`config.mk`:
```
export PLATFORM = sky130hd
export DESIGN_NAME = rtca_core
export DESIGN_NICKNAME = d
export VERILOG_FILES = /design/src/rtca_pkg.sv /design/src/rtca_core.sv
export SDC_FILE = /design/constraint.sdc
export NUM_CORES = 1
export LEC_CHECK = 0
export ABC_CLOCK_PERIOD_IN_PS = 2650
export BUFFER_PORTS_ARGS = -buffer_cell sky130_fd_sc_hd__buf_4
export CORE_UTILIZATION = 40
export CTS_BUF_LIST = sky130_fd_sc_hd__clkbuf_8
export CTS_CLUSTER_DIAMETER = 50
export DETAILED_ROUTE_END_ITERATION = 8
export HOLD_SLACK_MARGIN = 0.03
export PLACE_DENSITY_LB_ADDON = 0.2
export SYNTH_ARGS = -nofsm -noshare
export SYNTH_HDL_FRONTEND = slang
export SYNTH_SLANG_ARGS = --single-unit
```
`constraint.sdc`:
```
create_clock -name ref_clk -period 2.65 [get_ports ref_clk]
set_clock_uncertainty 0.1 [all_clocks]
set_input_delay 0 -clock ref_clk [delete_from_list [all_inputs] [get_ports ref_clk]]
set_output_delay 0 -clock ref_clk [all_outputs]
set_load 0.03 [all_outputs]
```
`src/rtca_pkg.sv`:
```
// rtca_pkg: constants and carrier types for the clock and calendar core
package rtca_pkg;

  ////////////////////////////////////////////////////////////////////////////////
  // timing
  localparam int unsigned     CLK_PERIOD_NS = 100;
  localparam longint unsigned SECOND_NS     = 64'd1000000000;
  localparam int unsigned     TICK_CYCLES   = int'(SECOND_NS / CLK_PERIOD_NS);

  ////////////////////////////////////////////////////////////////////////////////
  // register bus
  localparam int unsigned APB_AW = 8;
  localparam int unsigned NREG   = 16;

  // register indices, byte address is four times the index
  localparam logic [3:0] IDX_SEC      = 4'h0;
  localparam logic [3:0] IDX_MIN      = 4'h1;
  localparam logic [3:0] IDX_HOUR     = 4'h2;
  localparam logic [3:0] IDX_WEEK     = 4'h3;
  localparam logic [3:0] IDX_DATE     = 4'h4;
  localparam logic [3:0] IDX_MONTH    = 4'h5;
  localparam logic [3:0] IDX_YEAR     = 4'h6;
  localparam logic [3:0] IDX_RAM      = 4'h7;
  localparam logic [3:0] IDX_ALM_MIN  = 4'h8;
  localparam logic [3:0] IDX_ALM_HOUR = 4'h9;
  localparam logic [3:0] IDX_ALM_WD   = 4'ha;
  localparam logic [3:0] IDX_ALM_CTRL = 4'he;

  ////////////////////////////////////////////////////////////////////////////////
  // writable bits
  localparam logic [7:0] MASK_SEC   = 8'h7f;
  localparam logic [7:0] MASK_MIN   = 8'h7f;
  localparam logic [7:0] MASK_HOUR  = 8'h3f;
  localparam logic [7:0] MASK_WEEK  = 8'h7f;
  localparam logic [7:0] MASK_DATE  = 8'h3f;
  localparam logic [7:0] MASK_MONTH = 8'h1f;

  // field positions
  localparam int unsigned ALM_MASK_BIT  = 7;
  localparam int unsigned CTRL_FLAG_BIT = 0;
  localparam int unsigned CTRL_TSEL_BIT = 1;
  localparam int unsigned CTRL_IEN_BIT  = 2;

  ////////////////////////////////////////////////////////////////////////////////
  // bcd values and reset values
  localparam logic [7:0] BCD_00 = 8'h00;
  localparam logic [7:0] BCD_01 = 8'h01;
  localparam logic [7:0] BCD_02 = 8'h02;
  localparam logic [7:0] BCD_04 = 8'h04;
  localparam logic [7:0] BCD_06 = 8'h06;
  localparam logic [7:0] BCD_09 = 8'h09;
  localparam logic [7:0] BCD_11 = 8'h11;
  localparam logic [7:0] BCD_12 = 8'h12;
  localparam logic [7:0] BCD_23 = 8'h23;
  localparam logic [7:0] BCD_28 = 8'h28;
  localparam logic [7:0] BCD_29 = 8'h29;
  localparam logic [7:0] BCD_30 = 8'h30;
  localparam logic [7:0] BCD_31 = 8'h31;
  localparam logic [7:0] BCD_59 = 8'h59;
  localparam logic [7:0] BCD_99 = 8'h99;
  localparam logic [7:0] WEEK_FIRST = 8'h01;
  localparam logic [7:0] WEEK_LAST  = 8'h40;
  localparam logic [7:0] RST_TIME   = 8'h00;
  localparam logic [7:0] RST_CAL    = 8'h01;
  localparam logic [7:0] RST_ALM    = 8'h00;

  ////////////////////////////////////////////////////////////////////////////////
  // apb carriers
  typedef struct packed {
    logic [APB_AW-1:0] paddr;
    logic              psel;
    logic              penable;
    logic              pwrite;
    logic [31:0]       pwdata;
  } rtca_apb_req_s;

  typedef struct packed {
    logic [31:0] prdata;
    logic        pready;
    logic        pslverr;
  } rtca_apb_rsp_s;

endpackage : rtca_pkg

```
`src/rtca_core.sv`:
```
// rtca_core: bcd time, calendar, scratch byte and alarm compare behind apb
//
// How it works
// - scratch byte at index 7 stores any value
// - unused time bits ignore writes, read zero
// - seconds, minutes, hours kept as bcd
// - seconds count 00..59, wrap carries minutes
// - minutes count 00..59, wrap carries hours
// - hours 00..23, wrap advances weekday and date
// - weekday one-hot rotates 01h up to 40h
// - 01h is sunday through 40h saturday
// - calendar runs 2000 through 2099 automatically
// - date wraps at 31 or 30 by month
// - february wraps at 28, or 29 leap
// - year multiple of four is leap, 00 too
// - month 01..12, wrap advances year
// - year bcd 00..99 then back to 00
// - date, month, year stored as bcd
// - alarm compare registers 8, 9, a with mask bit
// - alarm match sets flag, drives irq low when enable bit 2 is set
// - target select picks date or weekday compare
// - alarm flag stays set until host clears
module rtca_core #(
  parameter int unsigned TICK_CYCLES_P = rtca_pkg::TICK_CYCLES
) (
  // clock and reset
  input  wire logic                    ref_clk,
  input  wire logic                    reset_n,
  // register bus
  input  wire rtca_pkg::rtca_apb_req_s apb_req,
  output rtca_pkg::rtca_apb_rsp_s      apb_rsp,
  // alarm interrupt
  output logic                         alarm_irq_n
);
  import rtca_pkg::*;

  localparam int unsigned TW = $clog2(TICK_CYCLES_P);

  ////////////////////////////////////////////////////////////////////////////////
  // elaboration check
  generate
    if (TICK_CYCLES_P < 16) begin : g_bad_tick
      $error("tick period too short");
    end
  endgenerate

  ////////////////////////////////////////////////////////////////////////////////
  // bcd helpers
  function automatic logic [7:0] bcd_inc(input logic [7:0] v);
    logic [3:0] tens;
    tens = v[7:4] + 4'h1;
    if (v[3:0] == 4'h9) begin
      bcd_inc = {tens, 4'h0};
    end else begin
      bcd_inc = v + 8'h01;
    end
  endfunction : bcd_inc

  function automatic logic [7:0] bcd_step(input logic [7:0] v,
                                          input logic [7:0] last,
                                          input logic [7:0] first);
    bcd_step = (v == last) ? first : bcd_inc(v);
  endfunction : bcd_step

  ////////////////////////////////////////////////////////////////////////////////
  // state
  logic [TW-1:0] presc_q;
  logic [7:0]    sec_q;
  logic [7:0]    min_q;
  logic [7:0]    hour_q;
  logic [7:0]    week_q;
  logic [7:0]    date_q;
  logic [7:0]    mon_q;
  logic [7:0]    year_q;
  logic [7:0]    ram_q;
  logic [7:0]    alm_min_q;
  logic [7:0]    alm_hour_q;
  logic [7:0]    alm_wd_q;
  logic          tsel_q;
  logic          ien_q;
  logic          flag_q;
  logic          alm_upd_q;
  logic          irq_n_q;
  logic [7:0]    rdata_q;
  logic          err_q;

  ////////////////////////////////////////////////////////////////////////////////
  // bus decode
  wire logic [3:0]      widx  = apb_req.paddr[5:2];
  wire logic [7:0]      wbyte = apb_req.pwdata[7:0];
  wire logic            idx_ok = (widx <= IDX_ALM_WD) || (widx == IDX_ALM_CTRL);
  wire logic            hit_ok = (apb_req.paddr[APB_AW-1:6] == '0)
                                 && (apb_req.paddr[1:0] == 2'b00) && idx_ok;
  wire logic            setup  = apb_req.psel && !apb_req.penable;
  wire logic            access = apb_req.psel && apb_req.penable;
  wire logic            wr_en  = access && apb_req.pwrite && hit_ok;
  logic [NREG-1:0]      wr_vec;
  logic [7:0]           view [NREG];

  generate
    for (genvar i = 0; i < NREG; i++) begin : g_dec
      assign wr_vec[i] = wr_en && (widx == 4'(i));
      if (i > 10 && i != 14) begin : g_hole
        assign view[i] = 8'h00;
      end
    end
  endgenerate

  assign view[IDX_SEC]      = sec_q;
  assign view[IDX_MIN]      = min_q;
  assign view[IDX_HOUR]     = hour_q;
  assign view[IDX_WEEK]     = week_q;
  assign view[IDX_DATE]     = date_q;
  assign view[IDX_MONTH]    = mon_q;
  assign view[IDX_YEAR]     = year_q;
  assign view[IDX_RAM]      = ram_q;
  assign view[IDX_ALM_MIN]  = alm_min_q;
  assign view[IDX_ALM_HOUR] = alm_hour_q;
  assign view[IDX_ALM_WD]   = alm_wd_q;
  assign view[IDX_ALM_CTRL] = {5'h00, ien_q, tsel_q, flag_q};

  assign apb_rsp = {{24'h000000, rdata_q},   // prdata
                    1'b1,                    // pready
                    access && err_q};        // pslverr

  always_ff @(posedge ref_clk or negedge reset_n) begin
    if (!reset_n) begin
      rdata_q <= 8'h00;
      err_q   <= 1'b0;
    end else if (setup) begin
      rdata_q <= hit_ok ? view[widx] : 8'h00;
      err_q   <= !hit_ok;
    end
  end

  ////////////////////////////////////////////////////////////////////////////////
  // one second tick
  wire logic tick = (presc_q == TW'(TICK_CYCLES_P - 1));
  wire logic [TW-1:0] presc_d = (tick || wr_vec[IDX_SEC]) ? '0 : presc_q + TW'(1);

  always_ff @(posedge ref_clk or negedge reset_n) begin
    if (!reset_n) begin
      presc_q <= '0;
    end else begin
      presc_q <= presc_d;
    end
  end

  ////////////////////////////////////////////////////////////////////////////////
  // carries
  wire logic [1:0] yr_mod4 = year_q[1:0] + {year_q[4], 1'b0};
  wire logic       leap    = (yr_mod4 == 2'b00);
  wire logic       short_m = (mon_q == BCD_04) || (mon_q == BCD_06)
                             || (mon_q == BCD_09) || (mon_q == BCD_11);
  wire logic [7:0] feb_last  = leap ? BCD_29 : BCD_28;
  wire logic [7:0] date_last = short_m ? BCD_30 :
                               (mon_q == BCD_02) ? feb_last : BCD_31;

  wire logic sec_wrap  = tick && (sec_q == BCD_59);
  wire logic min_wrap  = sec_wrap && (min_q == BCD_59);
  wire logic day_inc   = min_wrap && (hour_q == BCD_23);
  wire logic date_wrap = day_inc && (date_q == date_last);
  wire logic mon_wrap  = date_wrap && (mon_q == BCD_12);

  wire logic [7:0] week_rot = (week_q == WEEK_LAST) ? WEEK_FIRST
                                                     : {week_q[6:0], 1'b0};

  ////////////////////////////////////////////////////////////////////////////////
  // next time and calendar values
  wire logic [7:0] sec_d  = wr_vec[IDX_SEC]  ? (wbyte & MASK_SEC) :
                            tick ? bcd_step(sec_q, BCD_59, BCD_00) : sec_q;
  wire logic [7:0] min_d  = wr_vec[IDX_MIN]  ? (wbyte & MASK_MIN) :
                            sec_wrap ? bcd_step(min_q, BCD_59, BCD_00) : min_q;
  wire logic [7:0] hour_d = wr_vec[IDX_HOUR] ? (wbyte & MASK_HOUR) :
                            min_wrap ? bcd_step(hour_q, BCD_23, BCD_00) : hour_q;
  wire logic [7:0] week_d = wr_vec[IDX_WEEK] ? (wbyte & MASK_WEEK) :
                            day_inc ? week_rot : week_q;
  wire logic [7:0] date_d = wr_vec[IDX_DATE] ? (wbyte & MASK_DATE) :
                            day_inc ? bcd_step(date_q, date_last, BCD_01) : date_q;
  wire logic [7:0] mon_d  = wr_vec[IDX_MONTH] ? (wbyte & MASK_MONTH) :
                            date_wrap ? bcd_step(mon_q, BCD_12, BCD_01) : mon_q;
  wire logic [7:0] year_d = wr_vec[IDX_YEAR] ? wbyte :
                            mon_wrap ? bcd_step(year_q, BCD_99, BCD_00) : year_q;

  always_ff @(posedge ref_clk or negedge reset_n) begin
    if (!reset_n) begin
      sec_q  <= RST_TIME;
      min_q  <= RST_TIME;
      hour_q <= RST_TIME;
      week_q <= WEEK_FIRST;
      date_q <= RST_CAL;
      mon_q  <= RST_CAL;
      year_q <= RST_CAL;
    end else begin
      sec_q  <= sec_d;
      min_q  <= min_d;
      hour_q <= hour_d;
      week_q <= week_d;
      date_q <= date_d;
      mon_q  <= mon_d;
      year_q <= year_d;
    end
  end

  ////////////////////////////////////////////////////////////////////////////////
  // scratch byte and alarm compare registers
  always_ff @(posedge ref_clk or negedge reset_n) begin
    if (!reset_n) begin
      ram_q      <= 8'h00;
      alm_min_q  <= RST_ALM;
      alm_hour_q <= RST_ALM;
      alm_wd_q   <= RST_ALM;
    end else begin
      if (wr_vec[IDX_RAM]) begin
        ram_q <= wbyte;
      end
      if (wr_vec[IDX_ALM_MIN]) begin
        alm_min_q <= wbyte;
      end
      if (wr_vec[IDX_ALM_HOUR]) begin
        alm_hour_q <= wbyte;
      end
      if (wr_vec[IDX_ALM_WD]) begin
        alm_wd_q <= wbyte;
      end
    end
  end

  ////////////////////////////////////////////////////////////////////////////////
  // alarm compare
  wire logic min_ok  = alm_min_q[ALM_MASK_BIT]
                       || (alm_min_q[6:0] == min_q[6:0]);
  wire logic hour_ok = alm_hour_q[ALM_MASK_BIT]
                       || (alm_hour_q[5:0] == hour_q[5:0]);
  wire logic date_eq = (alm_wd_q[5:0] == date_q[5:0]);
  wire logic week_eq = |(alm_wd_q[6:0] & week_q[6:0]);
  wire logic wd_ok   = alm_wd_q[ALM_MASK_BIT]
                       || (tsel_q ? date_eq : week_eq);
  wire logic alm_hit = alm_upd_q && min_ok && hour_ok && wd_ok;

  wire logic ctrl_wr  = wr_vec[IDX_ALM_CTRL];
  wire logic flag_clr = ctrl_wr && !wbyte[CTRL_FLAG_BIT];
  wire logic flag_d   = alm_hit || (flag_q && !flag_clr);
  wire logic tsel_d   = ctrl_wr ? wbyte[CTRL_TSEL_BIT] : tsel_q;
  wire logic ien_d    = ctrl_wr ? wbyte[CTRL_IEN_BIT] : ien_q;

  always_ff @(posedge ref_clk or negedge reset_n) begin
    if (!reset_n) begin
      alm_upd_q <= 1'b0;
      flag_q    <= 1'b0;
      tsel_q    <= 1'b0;
      ien_q     <= 1'b0;
      irq_n_q   <= 1'b1;
    end else begin
      alm_upd_q <= sec_wrap;
      flag_q    <= flag_d;
      tsel_q    <= tsel_d;
      ien_q     <= ien_d;
      irq_n_q   <= !(flag_d && ien_d);
    end
  end

  assign alarm_irq_n = irq_n_q;
endmodule : rtca_core

```
==> run metrics, run 1 <==
final worst setup slack 108 ps; CP Max Fanout 8; Routed WL 24.0 mm; Startpoint Class flip-flop; Post-Synth Simple-Gate Area 22.6%; Reg with most FFs presc_q; run status complete, but fails checks; Initial Util between 40% and 50%; Inst Count DP 1215; IO buf count 30; Power per Cell Area 443 nW/um^2; drt via density 5.55; Post-Synth Adder-Cell Area approximately 3.5%; met2 Usage GRT 34.3%; worst hold slack 67.9 ps; Placeable Area 20200 sq um; crit path kind reg -> reg; Min Clock Period, post-route 2540 ps; xor/xnor share of the synthesized area 5.10%; peak supply drop 230 uV; Avg Inst Size Synth just over 9 sq um; Place WS 49.2 ps; critical path's slowest cell or4_1; synthesis-to-layout area growth 18.4%; RSZ-0062 raised after global routing yes; Leak 4.33 nW; final hold vios 0; top-area cell type share of the netlist area 36.7%; initial antenna violation count 0; Slew Viols, Final 0; final setup fails 0; EDFF count, synth 0; Max Cap Violations 0; synth top area cells dfrtp_1 37%, mux2_2 5.1%, mux4_2 4.4%, nand2_1 3.8%, nor2_1 3.8%; crit end category flip-flop; Detailed Place HPWL 17.0 mm; Finished Layout Cells 1265; asr flop ratio synth 100%; final period utilization 95.9%; Iter 0 DRT Violations just under 700; Largest register FFs 24; Die ar. 21200 sq um; mux share of post-synthesis cell area 13.1%; drt wl/cell 19.0 um; first-pass iteration count of the detailed router 9; worst-margin pin slew roughly 990 ps; crit-path max cell delay 530 ps; CTS tree done; Clock Latency Late Sink 460 ps; post-synth top area cell dfrtp_1; Filler Cell Count ~1900; Seq/Total Area, Yosys 38.3%; most common cell after layout, fill and taps aside dfrtp_1; ANT cells 0; Syn. warnings 0; GR Util met1 34.2%; FF+latch count, synth roughly 130; Yosys cell types 71; Num CTS Buffers 17; failing checks design-rule violations; io pins 80; Clock Path Buffers 2; DR vias 7019; All-Layer GR Usage 23.3%; synthesized instance count 883; pin count of the biggest net entering global routing between 100 and 150; Root Buffer clkbuf_8; compound-cell area share of the yosys netlist 11.6%; DR DRC count 1; CTS Sinks 126; Hold WC Path Type in -> reg; GR Overflow Total 0; most frequent cells in the layout 121 x dfrtp_1, 112 x buf_4, 83 x nor2_1; met3 Usage GRT roughly 4.5%; share of cells above drive strength 1 23.5%; worst-path cell chain nor4_4 -> nand3_2 -> nor4_2 -> nand2_2 -> or4_1 -> a21oi_1; Max Clk Rate 0.393 GHz; largest family of logic cells by synthesized area simple AND/OR/NAND/NOR gates; ANT nets after route 0; H-tree depth 4; Arr. time, crit path between 2000 and 3000 ps; Final Util between 40 and 50%; Die X 146 um; clock-pin transition on the worst setup and hold timing paths 80 ps; worst endpoint required time just under 3000 ps; number of global-route vias before repair ~6600; global-route wire length before repair 37.9 mm; GR peak layer met2; Max-Slew Margin vs Limit 34.1%; top_reg_cell synth dfrtp_1; row count 52; Final Wtd Congestion between 0.8 and 0.9; Die Ht 146 um; Syn Std Cell Area 8240 sq um; fin nets 1050
## critical path, delay by kind of cell (launching register included)
| family | cells | cell delay [ps] |
|---|---|---|
| AOI/OAI and AO/OA | 1 | 200 |
| DFF | 1 | 410 |
| and+or+nand+nor | 5 | 1730 |
## cells in the mapped netlist (22+ instances only)
cell type and number:
nand2_1 83, mux2_2 37, nand3_1 44, nand4_1 22, nor2_1 83, mux2i_1 30, dfrtp_1 121, clkbuf_1 32
o21ai_0 39, a21oi_1 44, xor2_1 29, ha_1 23, buf_4 27
## worst paths after layout
kind / start / endpoint / slack (ps) / cells after the start
setup reg to reg: presc_q[7] / hour_q[7] / 110 / 6
hold reg to reg: ram_q[1] / ram_q[1] / 410 / 1
setup / recovery: presc_q[7] / hour_q[7] / 110 / 6
max in group asynchronous: reset_n / alm_min_q[1] / 1470 / 3
min in group asynchronous: reset_n / mon_q[2] / 120 / 2
hold / removal: apb_req[36] / presc_q[6] / 70 / 5
## cell families after synthesis
logic type / Yosys count
DFF: 126
and+or+nand+nor: 353
buffers and inverters: 94
adders and majority gates: 23
AOI/OAI and AO/OA: 154
other: 2
muxes: 83
xor gates and xnor gates: 48
## stage by stage
stage               cell area (sq um)  setup TNS, ps  power (mW)
floorplan                        8330              0        2.49
global placement                 9140              0        2.69
detailed placement               9140              0        2.69
CTS                              9650              0        4.37
global route                     9760          -96.0        4.52
finish                           9760              0        4.32
## cell type report
class | instances | area, sq um | share of cell area [%]
clock inverters | 14 | 134 | 1.37
inverters | 22 | 82.6 | 0.846
well taps | 270 | 338 | 3.46
repair buffers | 129 | 1020 | 10.5
clock buffers | 18 | 248 | 2.54
flip-flops and latches | 126 | 3160 | 32.4
multi-input cells | 686 | 4770 | 48.9
## power breakdown
group	internal (mW)	switching, mW
combinational	0.244	0.354
sequential	2.00	0.0752
clock	0.779	0.868
total	3.03	1.30
## what timing repair did
action | CTS | global route
setup buffers | 0 | 5
endpoints found under the setup margin | 0 | 21
hold buffers | 13 | 0
gates resized for setup | 0 | 18
hold endpoints to repair | 187 | 0
## routing by layer
metal / part of all wire [%] / routed length, um
met5: 0 / 0
met1: 48 / 11500
met4: 2.2 / 530
met3: 5.8 / 1390
met2: 44 / 10500
(Power assumes the default switching activity.)
==> run 2, diff against run 1 <==
--- a/config.mk
+++ b/config.mk
@@ -12,7 +12,7 @@
 export CTS_CLUSTER_DIAMETER = 50
 export DETAILED_ROUTE_END_ITERATION = 8
 export HOLD_SLACK_MARGIN = 0.03
-export PLACE_DENSITY_LB_ADDON = 0.2
+export PLACE_DENSITY = 0.71
 export SYNTH_ARGS = -nofsm -noshare
 export SYNTH_HDL_FRONTEND = slang
 export SYNTH_SLANG_ARGS = --single-unit
==> run metrics, run 2 (synthesis gave the netlist of run 1 again) <==
run status complete, but fails checks (unchanged); Total Power 4.65 mW (was 4.32 mW); Largest register FFs 24 (unchanged); clock-pin transition on the worst setup and hold timing paths 80 ps (about the same); All-Layer GR Usage 22.1% (was 23.3%); CTS tree done (unchanged); Hold WC Path Type in -> async (was in -> reg); CTS Sinks 126 (unchanged); worst hold slack 67.4 ps (was 67.9 ps); crit end category flip-flop (unchanged); Max Clk Rate 0.386 GHz (was 0.393 GHz); CP delay by family, top simple AND/OR/NAND/NOR gates (unchanged); crit-path max cell delay 490 ps (was 530 ps); crit path kind reg -> reg (unchanged); IO buf count 30 (unchanged); initial antenna violation count 0 (unchanged); drt via density 5.70 (was 5.55); synthesis-to-layout area growth 18.7% (was 18.4%); fin nets 1043 (was 1050); worst endpoint required time 2950 ps (was 2910 ps); first-pass iteration count of the detailed router 7 (was 9); Inst Count DP 1206 (was 1215); RSZ-0062 raised after global routing yes (unchanged); Iter 0 DRT Violations 756 (was 674); DR DRC count 1 (unchanged); H-tree depth 4 (unchanged); number of global-route vias before repair 6742 (was 6562); Routed WL 22.5 mm (was 24.0 mm); Power per Cell Area 475 nW/um^2 (was 443 nW/um^2); Initial Util 40.7% (unchanged); final setup fails 0 (unchanged); worst-path cell chain inv_1 -> ha_1 -> and3b_2 -> nand4_1 -> nor4_4 -> nand4_1 -> buf_4 -> or4_1 -> nand3_1 (was nor4_4 -> nand3_2 -> nor4_2 -> nand2_2 -> or4_1 -> a21oi_1); worst-margin pin slew 980 ps (was 988 ps); Die ar. 21200 sq um (unchanged); failing checks design-rule violations (unchanged); GR Overflow Total 0 (unchanged); Detailed Place HPWL 15.9 mm (was 17.0 mm); Startpoint Class flip-flop (unchanged); placed cell area 9070 sq um (was 9140 sq um); share of cells above drive strength 1 22.4% (was 23.5%); Post-Layout Inst Area 9790 sq um (was 9760 sq um); Final Wtd Congestion 0.963 (was 0.890); Num CTS Buffers 17 (unchanged); Min Clock Period, post-route 2590 ps (was 2540 ps); drt wl/cell 17.9 um (was 19.0 um); final hold vios 0 (unchanged); Max-Slew Margin vs Limit 34.5% (was 34.1%); pin count of the biggest net entering global routing 127 (was 102); Placeable Area 20200 sq um (unchanged); peak supply drop 225 uV (was 230 uV); setup_tns 0 ps (unchanged); global-route wire length before repair 36.7 mm (was 37.9 mm); ANT cells 0 (unchanged); io pins 80 (unchanged); Arr. time, crit path 2890 ps (was 2810 ps); CP Max Fanout 13 (was 8); Reg with most FFs presc_q (unchanged); Top cell by count, worst path nand4_1; Clock Path Buffers 2 (unchanged); row count 52 (unchanged); Max Cap Violations 0 (unchanged); Slew Viols, Final 0 (unchanged); critical path buffer and inverter count 2 (was 0); Leak 4.34 nW (was 4.33 nW); ANT nets after route 0 (unchanged); DR vias 7171 (was 7019); Clock Latency Late Sink 470 ps (was 460 ps); Root Buffer clkbuf_8 (unchanged); most frequent cells in the layout 121 x dfrtp_1, 106 x buf_4, 83 x nand2_1, 83 x nor2_1 (was 121 x dfrtp_1, 112 x buf_4, 83 x nor2_1); critical path's slowest cell or4_1 (unchanged); final period utilization 97.7% (was 95.9%); Die X 146 um (unchanged); Finished Layout Cells 1258 (was 1265); most common cell after layout, fill and taps aside dfrtp_1 (unchanged); Die Ht 146 um (unchanged)
[run 2: path summary, 6_finish.rpt]
kind	slack, ps	startpoint	cells past startpoint	to
setup / recovery	60	sec_q[1]	9	year_q[6]
hold reg to reg	400	presc_q[0]	1	presc_q[0]
min in group ref_clk	70	apb_req[37]	3	presc_q[6]
max in group asynchronous	1820	reset_n	3	year_q[1]
setup reg to reg	60	sec_q[1]	9	year_q[6]
hold / removal	70	reset_n	3	presc_q[12]
[run 2: cell type report]
type,count,area [sq um]
fill,1870,10400
timing repair buffer,122,976
tap,270,338
multi-input combinational,686,4760
clock buffer,20,275
inverter,22,82.6
sequential,126,3160
clock inverter,12,191
[run 2: worst register-to-register path, delay by kind of cell, from the launching register on]
kind          cells  cell delay [ps]
flops             1              380
fa+ha+maj         1              210
buf+inv           2              270
simple gates      6             1560
[run 2: report_power, final]
part	leakage, nW	switching (mW)	total, mW	internal, mW
Combinational	2.62	0.334	0.572	0.238
Clock	0.237	0.809	1.99	1.19
Sequential	1.49	0.0833	2.09	2.00
Total	4.34	1.23	4.65	3.43
[run 2: per-stage QoR]
stage                     setup slack, ps  utilization (%)
after floorplan                      68.6                -
after global placement                125             44.8
after detailed placement             50.5             44.8
after CTS                            19.7             47.8
after global routing                -3.89             48.4
final                                62.2             48.4
[run 2: per-layer routing]
layer	track usage (%)	vias to the layer above	share of wire [%]	routed length, um
met5	0	-	0	0
met2	34.0	299	45	10100
met1	30.6	3466	45	10200
met3	4.04	62	7.0	1570
li1	-	3344	-	-
met4	9.00	0	3.1	687
[run 2: repair_timing]
action	in CTS	in global routing
endpoints found under the hold margin	220	0
buffers inserted	0	6
endpoints found under the setup margin	0	23
resized for setup	0	12
hold buffers	14	0
